<file path="config.mk">
export PLATFORM = sky130hd
export DESIGN_NAME = tla_top
export DESIGN_NICKNAME = d
export VERILOG_FILES = /design/src/hw/tla_pkg.sv /design/src/hw/tla_cmp_if.sv /design/src/hw/tla_cmp.sv /design/src/hw/tla_top.sv
export SDC_FILE = /design/constraint.sdc
export NUM_CORES = 1
export LEC_CHECK = 0
export BUFFER_PORTS_ARGS = -buffer_cell sky130_fd_sc_hd__clkbuf_2
export CORE_MARGIN = 3
export CORE_UTILIZATION = 45
export CTS_CLUSTER_DIAMETER = 150
export DETAILED_ROUTE_END_ITERATION = 8
export GPL_TIMING_DRIVEN = 0
export PLACE_DENSITY = 0.69
export SETUP_SLACK_MARGIN = 0.5
export SYNTH_ARGS = -nofsm -noshare
export SYNTH_HDL_FRONTEND = slang
export SYNTH_SLANG_ARGS = --single-unit
export TNS_END_PERCENT = 20
</file>
<file path="constraint.sdc">
create_clock -name ref_clk -period 3.9 [get_ports ref_clk]
set_input_delay 0.585 -clock ref_clk [delete_from_list [all_inputs] [get_ports ref_clk]]
set_output_delay 0.585 -clock ref_clk [all_outputs]
set_load 0.01 [all_outputs]
</file>
<file path="src/hw/tla_pkg.sv">
package tla_pkg;
    localparam int CLK_MHZ = 100;
    localparam int CONV_TIME_US = 31250;
    localparam int CONV_CYC = CONV_TIME_US * CLK_MHZ;
    localparam int CYC_W = 22;

    localparam logic [3:0] R_LTEMP = 4'h0;
    localparam logic [3:0] R_RTEMP_HI = 4'h1;
    localparam logic [3:0] R_RTEMP_LO = 4'h2;
    localparam logic [3:0] R_CFG = 4'h3;
    localparam logic [3:0] R_RATE = 4'h4;
    localparam logic [3:0] R_LHIGH = 4'h5;
    localparam logic [3:0] R_RHIGH_HI = 4'h6;
    localparam logic [3:0] R_RHIGH_LO = 4'h7;
    localparam logic [3:0] R_RLOW_HI = 4'h8;
    localparam logic [3:0] R_RLOW_LO = 4'h9;
    localparam logic [3:0] R_RCRIT = 4'ha;
    localparam logic [3:0] R_HYST = 4'hb;
    localparam logic [3:0] R_OFS_HI = 4'hc;
    localparam logic [3:0] R_OFS_LO = 4'hd;
    localparam logic [3:0] R_STAT = 4'he;
    localparam logic [3:0] R_MODE = 4'hf;

    localparam int CFG_MASK = 7;
    localparam int CFG_STBY = 6;
    localparam int CFG_PWMD = 5;
    localparam int MOD_COMP = 0;
    localparam int MOD_ACFG = 1;

    localparam int ST_BUSY = 7;
    localparam int ST_LHI = 6;
    localparam int ST_RHI = 4;
    localparam int ST_RLO = 3;
    localparam int ST_OPEN = 2;
    localparam int ST_RCRIT = 1;
    localparam logic [7:0] ST_IGNORE = 8'h84;

    localparam int V_LHI = 0;
    localparam int V_RHI = 1;
    localparam int V_RLO = 2;
    localparam int V_RCRIT = 3;

    localparam logic [7:0] CFG_RST = 8'h00;
    localparam logic [7:0] MODE_RST = 8'h00;
    localparam logic [7:0] RATE_RST = 8'h00;
    localparam logic [7:0] LHIGH_RST = 8'h46;
    localparam logic [7:0] RHIGH_RST = 8'h46;
    localparam logic [7:0] RLOW_RST = 8'h00;
    localparam logic [7:0] RCRIT_RST = 8'h6e;
    localparam logic [7:0] HYST_RST = 8'h0a;

    typedef enum logic [1:0] {
        TLA_CONV = 2'b00,
        TLA_WAIT = 2'b01,
        TLA_STBY = 2'b11
    } tla_state_t;
endpackage

</file>
<file path="src/hw/tla_cmp_if.sv">
`timescale 1ns/10ps
interface tla_cmp_if;
    logic signed [15:0] local_w;
    logic signed [15:0] remote_w;
    logic signed [15:0] lhigh;
    logic signed [15:0] rhigh;
    logic signed [15:0] rlow;
    logic signed [15:0] rcrit;
    logic [7:0] hyst;
    logic [3:0] prev;
    logic [3:0] viol;
    modport ctl(output local_w, remote_w, lhigh, rhigh, rlow, rcrit, hyst, prev,
        input viol);
    modport cmp(input local_w, remote_w, lhigh, rhigh, rlow, rcrit, hyst, prev,
        output viol);
endinterface

</file>
<file path="src/hw/tla_cmp.sv">
`timescale 1ns/10ps
module tla_cmp
    import tla_pkg::*;
(
    tla_cmp_if.cmp c
);
    // A flag already set holds until the reading backs off by the hysteresis,
    // which stops the alert from chattering around a limit.
    function automatic logic hit(
        input logic signed [15:0] v,
        input logic signed [15:0] lim,
        input logic [7:0] h,
        input logic prev,
        input logic up
    );
        logic signed [16:0] hy;
        logic signed [16:0] thr;
        hy = $signed({1'b0, h, 8'h00});
        if (up) begin
            thr = prev ? 17'(lim) - hy : 17'(lim);
            hit = 17'(v) > thr;
        end else begin
            thr = prev ? 17'(lim) + hy : 17'(lim);
            hit = 17'(v) < thr;
        end
    endfunction

    always_comb begin
        c.viol[V_LHI] = hit(c.local_w, c.lhigh, c.hyst, c.prev[V_LHI], 1'b1);
        c.viol[V_RHI] = hit(c.remote_w, c.rhigh, c.hyst, c.prev[V_RHI], 1'b1);
        c.viol[V_RLO] = hit(c.remote_w, c.rlow, c.hyst, c.prev[V_RLO], 1'b0);
        c.viol[V_RCRIT] = hit(c.remote_w, c.rcrit, c.hyst, c.prev[V_RCRIT], 1'b1);
    end
endmodule

</file>
<file path="src/hw/tla_top.sv">
`timescale 1ns/10ps
module tla_top
    import tla_pkg::*;
#(
    parameter int CONV_CYCLES = CONV_CYC
) (
    input wire logic ref_clk,
    input wire logic rst,
    input wire logic ce,
    input wire logic [3:0] addr,
    input wire logic [7:0] wdata,
    input wire logic wr_en,
    input wire logic rd_en,
    output logic [7:0] rdata,
    input wire logic [7:0] local_raw,
    input wire logic [10:0] remote_raw,
    input wire logic diode_open,
    input wire logic pwm_req,
    output logic alert_o,
    output logic alert_oe,
    output logic tcrit_o,
    output logic tcrit_oe,
    output logic pwm_o,
    output logic pwm_oe
);
    typedef struct packed {
        tla_state_t state;
        logic [CYC_W-1:0] cyc;
        logic [7:0] unit;
        logic [7:0] ltemp;
        logic [15:0] rtemp;
        logic [7:0] cfg;
        logic [7:0] mode;
        logic [7:0] rate;
        logic [7:0] lhigh;
        logic [7:0] rhh;
        logic [7:0] rhl;
        logic [7:0] rlh;
        logic [7:0] rll;
        logic [7:0] rcrit;
        logic [7:0] hyst;
        logic [7:0] ofh;
        logic [7:0] ofl;
        logic [7:0] status;
        logic [3:0] cond;
        logic alert;
        logic tcrit;
        logic pwm;
        logic [7:0] rdata;
    } tla_st_t;

    localparam tla_st_t ST_RST = '{
        state: TLA_CONV,
        cyc: '0,
        unit: 8'h00,
        ltemp: 8'h00,
        rtemp: 16'h0000,
        cfg: CFG_RST,
        mode: MODE_RST,
        rate: RATE_RST,
        lhigh: LHIGH_RST,
        rhh: RHIGH_RST,
        rhl: 8'h00,
        rlh: RLOW_RST,
        rll: 8'h00,
        rcrit: RCRIT_RST,
        hyst: HYST_RST,
        ofh: 8'h00,
        ofl: 8'h00,
        status: 8'h00,
        cond: 4'h0,
        alert: 1'b0,
        tcrit: 1'b0,
        pwm: 1'b0,
        rdata: 8'h00
    };

    localparam logic [CYC_W-1:0] CYC_LAST = CYC_W'(CONV_CYCLES - 1);

    tla_st_t q;
    tla_st_t n;
    logic conv_end;
    logic busy;
    logic comp_mode;
    logic stat_rd;
    logic [15:0] rcorr;
    logic [7:0] flags;

    tla_cmp_if cif();

    tla_cmp u_cmp (
        .c(cif)
    );

    // The offset is added without saturation; a large offset near the range
    // ends wraps, so software must keep it to a few degrees.
    assign rcorr = ({remote_raw, 5'h00} + {q.ofh, q.ofl}) & 16'hffe0;

    assign cif.local_w = {local_raw, 8'h00};
    assign cif.remote_w = rcorr;
    assign cif.lhigh = {q.lhigh, 8'h00};
    assign cif.rhigh = {q.rhh, q.rhl};
    assign cif.rlow = {q.rlh, q.rll};
    assign cif.rcrit = {q.rcrit, 8'h00};
    assign cif.hyst = q.hyst;
    assign cif.prev = q.cond;

    assign busy = (q.state == TLA_CONV);
    assign comp_mode = q.mode[MOD_COMP];
    assign stat_rd = rd_en && (addr == R_STAT);

    function automatic logic [7:0] rd_mux(
        input tla_st_t s,
        input logic [3:0] a,
        input logic bsy
    );
        logic [7:0] r;
        r = 8'h00;
        if (a == R_LTEMP) begin
            r = s.ltemp;
        end else if (a == R_RTEMP_HI) begin
            r = s.rtemp[15:8];
        end else if (a == R_RTEMP_LO) begin
            r = s.rtemp[7:0];
        end else if (a == R_CFG) begin
            r = s.cfg;
        end else if (a == R_RATE) begin
            r = s.rate;
        end else if (a == R_LHIGH) begin
            r = s.lhigh;
        end else if (a == R_RHIGH_HI) begin
            r = s.rhh;
        end else if (a == R_RHIGH_LO) begin
            r = s.rhl;
        end else if (a == R_RLOW_HI) begin
            r = s.rlh;
        end else if (a == R_RLOW_LO) begin
            r = s.rll;
        end else if (a == R_RCRIT) begin
            r = s.rcrit;
        end else if (a == R_HYST) begin
            r = s.hyst;
        end else if (a == R_OFS_HI) begin
            r = s.ofh;
        end else if (a == R_OFS_LO) begin
            r = s.ofl;
        end else if (a == R_STAT) begin
            r = s.status;
            r[ST_BUSY] = bsy;
        end else begin
            r = s.mode;
        end
        rd_mux = r;
    endfunction

    always_comb begin
        n = q;
        conv_end = 1'b0;
        flags = 8'h00;
        n.rdata = rd_en ? rd_mux(q, addr, busy) : 8'h00;

        case (q.state)
            TLA_CONV: begin
                if (q.cyc == CYC_LAST) begin
                    conv_end = 1'b1;
                    n.cyc = '0;
                    n.unit = 8'h00;
                    if (q.cfg[CFG_STBY]) begin
                        n.state = TLA_STBY;
                    end else if (q.rate != 8'h00) begin
                        n.state = TLA_WAIT;
                    end else begin
                        n.state = TLA_CONV;
                    end
                end else begin
                    n.cyc = q.cyc + 1'b1;
                end
            end
            TLA_WAIT: begin
                if (q.cfg[CFG_STBY]) begin
                    n.state = TLA_STBY;
                    n.cyc = '0;
                end else if (q.cyc == CYC_LAST) begin
                    n.cyc = '0;
                    if (q.unit + 8'h01 >= q.rate) begin
                        n.state = TLA_CONV;
                        n.unit = 8'h00;
                    end else begin
                        n.unit = q.unit + 8'h01;
                    end
                end else begin
                    n.cyc = q.cyc + 1'b1;
                end
            end
            TLA_STBY: begin
                n.cyc = '0;
                if (!q.cfg[CFG_STBY]) begin
                    n.state = TLA_CONV;
                end
            end
            default: begin
                n.state = TLA_CONV;
                n.cyc = '0;
            end
        endcase

        if (wr_en) begin
            if (addr == R_CFG) begin
                n.cfg = wdata;
            end else if (addr == R_RATE) begin
                n.rate = wdata;
            end else if (addr == R_LHIGH) begin
                n.lhigh = wdata;
            end else if (addr == R_RHIGH_HI) begin
                n.rhh = wdata;
            end else if (addr == R_RHIGH_LO) begin
                n.rhl = wdata & 8'he0;
            end else if (addr == R_RLOW_HI) begin
                n.rlh = wdata;
            end else if (addr == R_RLOW_LO) begin
                n.rll = wdata & 8'he0;
            end else if (addr == R_RCRIT) begin
                n.rcrit = wdata;
            end else if (addr == R_HYST) begin
                n.hyst = wdata;
            end else if (addr == R_OFS_HI) begin
                n.ofh = wdata;
            end else if (addr == R_OFS_LO) begin
                n.ofl = wdata & 8'he0;
            end else if (addr == R_MODE) begin
                n.mode = wdata & 8'h03;
            end
        end

        // Reading the status empties it; an alert pending at that moment in
        // interrupt mode masks the pin until software clears the mask.
        if (stat_rd) begin
            n.status = 8'h00;
            if (!comp_mode && |(q.status & ~ST_IGNORE)) begin
                n.cfg[CFG_MASK] = 1'b1;
            end
        end

        // Flags set at the end of a conversion win over a same-cycle clear,
        // so a new violation is never lost to a racing status read.
        if (conv_end) begin
            n.ltemp = local_raw;
            n.rtemp = rcorr;
            n.cond = cif.viol;
            flags[ST_LHI] = cif.viol[V_LHI];
            flags[ST_RHI] = cif.viol[V_RHI];
            flags[ST_RLO] = cif.viol[V_RLO];
            flags[ST_RCRIT] = cif.viol[V_RCRIT];
            flags[ST_OPEN] = diode_open;
            n.status = n.status | flags;
            n.tcrit = cif.viol[V_RCRIT];
        end

        if (n.cfg[CFG_MASK]) begin
            n.alert = 1'b0;
        end else if (n.mode[MOD_COMP]) begin
            n.alert = |n.cond;
        end else begin
            n.alert = |(n.status & ~ST_IGNORE);
        end

        n.pwm = pwm_req && !(n.state == TLA_STBY && n.cfg[CFG_PWMD]);
    end

    always_ff @(posedge ref_clk) begin
        if (rst) begin
            q <= ST_RST;
        end else if (ce) begin
            q <= n;
        end
    end

    // Open-drain pins only ever pull low; the enables carry the state.
    assign alert_o = 1'b0;
    assign alert_oe = q.alert;
    assign tcrit_o = 1'b0;
    assign tcrit_oe = q.tcrit;
    assign pwm_o = 1'b0;
    assign pwm_oe = q.pwm;
    assign rdata = q.rdata;
endmodule

</file>
==> impl.org <==
** CTS
- Clock tree synthesis inserted a total of 17 buffers.
- After clock tree synthesis, the clock-pin slew on the worst setup and hold paths is 70 ps.
- In this run the deepest clock path goes through 2 buffers.
- Post-CTS Hold Fix Bufs :: 0
- Clock tree from TritonCTS :: built
- Root buffer selected by CTS :: clkbuf_16
- At the later pin of the worst-skew pair, clock insertion delay measures 440 ps.
- In this run the number of H-tree levels came out at 4.
- The tree built by TritonCTS fans out to 148 sinks.

** Placed design
- After detailed placement, the design holds a cell count of 1612.
- IO Port Bufs :: 39
- At the end of routability-driven placement, the weighted congestion stood at 1.047.
- Placed wire-length estimate :: 27500 um

** Layout
- Most common cell after layout, fill and taps aside :: nor2_1
- Antenna diode count :: 0
- For this run, the number of standard cells in the final layout without fillers is 1670.
- Of the cells placed in the final design, the portion with a size suffix greater than 1 is 0.1410.
- The final layout contains 1508 nets.
- Final core utilization :: 0.5431
- Highest-count cells in the layout ignoring fill and taps :: nor2_1 (153), dfxtp_1 (143), a21oi_1 (122)
- From synthesis to final layout, the design area changed by 16.72%.

** GRT
- GRT Overall Usage :: 0.2943
- The number of antenna violations at the first check in global routing came to 0.
- Largest net degree at the start of global routing :: 17
- The first global-routing pass estimated 55170 um of wire.
- The via count of the first global-routing pass is 9564.
- Summed over all layers, the global routing overflow is 0.

** STA
- Number of endpoints with negative hold slack in the final report :: 0
- Fin crit period :: 3872 ps
- Clock Skews :: 14.20 ps
- Max frequency :: 258.2 MHz
- Setup repair after global routing could not meet its margin everywhere.
- Dividing the final minimum period by the clock period gives 0.9929.
- Number of slew-limit violations in the final report :: 0
- Final number of setup-violating endpoints :: 0
- Slew at the pin with the worst max-slew slack :: 996.5 ps
- Remaining max-slew budget at the tightest pin :: 0.3332

** Die
- Die Outline Area :: 24840 um^2
- The initial utilization of the core area, before any placement, comes to 0.4653.
- Die outline height :: 157.6 um
- Rows :: 54
- The core region is 22230 um^2.
- The die is 157.6 um wide.
- Boundary pin count :: 52

** Worst setup path
- The worst setup path is launched from a flop.
- The setup path with the least slack is of type flop to flop.
- Crit path capture type :: flop
- At the worst endpoint, the arrival time is 4230 ps.
- Largest driver fanout on the critical path :: 4
- Required time reported for the critical path endpoint :: 4250 ps
- On the worst path, the slowest cell contributes a delay of 360 ps.
- In this run the register-to-register setup slack is 30 ps.
- CP Cell Sequence :: clkinvlp_4 > buf_6 > fa_2 > a211oi_2 > o21bai_1 > a21oi_1 > nor2b_1 > o21ai_1 > nand3b_1 > xor2_1 > ha_1 > nand4_1 > o21ai_1 > maj3_2 > maj3_2 > a21oi_4 > nand2_2 > a21oi_2
- Critical-path cell with the highest stage delay :: dfxtp_4

** Synth
- Of all flip-flops after synthesis, the portion carrying an async set or reset was 0.
- Netlist area before placement :: 10340 um^2
- Gate count after technology mapping :: 1290
- During synthesis, Yosys emitted a total of 0 warnings.
- The synthesized netlist contains 83 unique library cells.
- Number of enable-type register cells in the synthesized netlist :: 0
- The share of the Yosys chip area taken by registers is 0.2865.
- Flip-flop and latch count after synthesis :: 148
- Top flip-flop cell by instance count after synthesis :: dfxtp_1
- Dividing the synthesized area by the synthesized cell count gives 8.017 um^2.

** Detailed routing
- The first detailed-routing pass took 5 iterations.
- For this run, design rule violations remaining after detail routing come to 0.
- The detailed router placed 10.06k vias in this run.
- Ratio of routed vias to standard cells :: 6.026
- After detailed routing, the average wire length per cell comes to 21.91 um.
- Antenna Nets Post-Route :: 0
- For this block, the routed nets add up to 36590 um of wire.
- Initial drt markers :: 688

** Hold path
- Type of the tightest min-delay check :: primary input to flop

** Pwr
- Worst-case vdd ir drop :: 0.2310 mV
- Power spread over the standard cell area amounts to 301.2 nW/um^2.
- Leak Pwr :: 4.664 nW
- Overall power consumption after layout is estimated at 3.636 mW.

** Flow run
- Number of max-cap violations :: 0

** Outcome
- The run finished with clean final reports.
-- final cells by class --
cell class	count	area, um^2
Fill cell	2143	10160
Multi-Input combinational cell	1008	7196
Sequential cell	148	2979
Clock buffer	18	439.2
Timing Repair Buffer	66	421.7
Buffer	80	350.3
Tap cell	280	350.3
Inverter	56	214.0
Clock inverter	14	121.4
-- power breakdown --
group          switching (mW)  internal (mW)
Clock                   0.748          0.851
Combinational           0.322          0.180
Sequential             0.0149           1.52
-- cell families after synthesis --
family / share of synthesized area
AOI/OAI and AO/OA: 0.2156
and+or+nand+nor: 0.2002
xor gates and xnor gates: 0.04561
DFF: 0.2865
adders and majority gates: 0.1190
buffers and inverters: 0.05420
other: 0.0003626
muxes: 0.07851
-- worst max-delay path, delay by kind of cell, from the launching register on --
family	cells	cell delay, ps
flops	1	360
xor+xnor	1	170
buf+inv	2	340
compound gates	7	1230
fa+ha+maj	4	1290
simple gates	4	410
-- cells in the mapped netlist, drive strengths merged, types with 8 or more instances --
cell type  count  area (um^2)
nand3b        11        82.58
buf           24        140.1
o221ai        10        87.58
nor2b         28        175.2
and3           8        51.30
clkbuf        56        210.2
xnor2         28        245.2
nand4         18        112.6
nor2         155        584.3
nand3         25        125.1
o21a          14        105.1
dfxtp        148         2963
o21bai         8        60.06
nand2b        19        118.9
inv           53        198.9
a211oi        14        110.1
mux2i         80        800.8
a21oi        133        669.4
ha            88         1101
o21ai         42        210.2
nand2        118        442.9
nor3          21        125.1
a211o         14        122.6
o22ai         17        106.4
a21o          20        150.1
xor2          25        226.5
-- through the flow --
step	instance area [um^2]	worst slack [ps]	hold slack (ps)	TNS (ps)
2_1_floorplan	10420	371.7	427.7	0
3_3_place_gp	10960	-1150	439.8	-6465
3_5_place_dp	10970	-795.8	440.7	-5009
4_1_cts	11920	81.34	374.3	0
5_1_grt	12070	-174.4	375.8	-640.8
6_report	12070	27.73	383.6	0
-- path summary, 6_finish.rpt --
kind / from / end / depth (start not counted)
worst min register to register: q[134] / q[134] / 2
worst min-delay path: wdata[6] / cif.rcrit[14] / 2
worst max register to register: cif.hyst[1] / cif.prev[1] / 18
worst max-delay path: cif.hyst[1] / cif.prev[1] / 18
-- flip-flops by register name, summed over array words and instances, names as in the netlist, 4 cells and up --
signal,count
q,86
cif.rhigh,11
cif.rlow,11
cif.hyst,8
cif.lhigh,8
cif.rcrit,8
rdata,8
cif.prev,4
-- per-layer routing --
layer	vias up	track usage	part of all wire	routed length [um]
met1	4775	0.3927	0.43	15840
met5	-	0	0	0
met3	103	0.05440	0.070	2579
li1	4796	-	-	-
met2	389	0.4507	0.44	16020
met4	0	0.1616	0.059	2161
-- timing repair --
action                                  CTS  global route
endpoints found under the setup margin   12            26
resized for setup                        47            28
cloned                                    0             0
pin swaps                                26            30
setup buffers                            21             5
(Power assumes the default switching activity.)
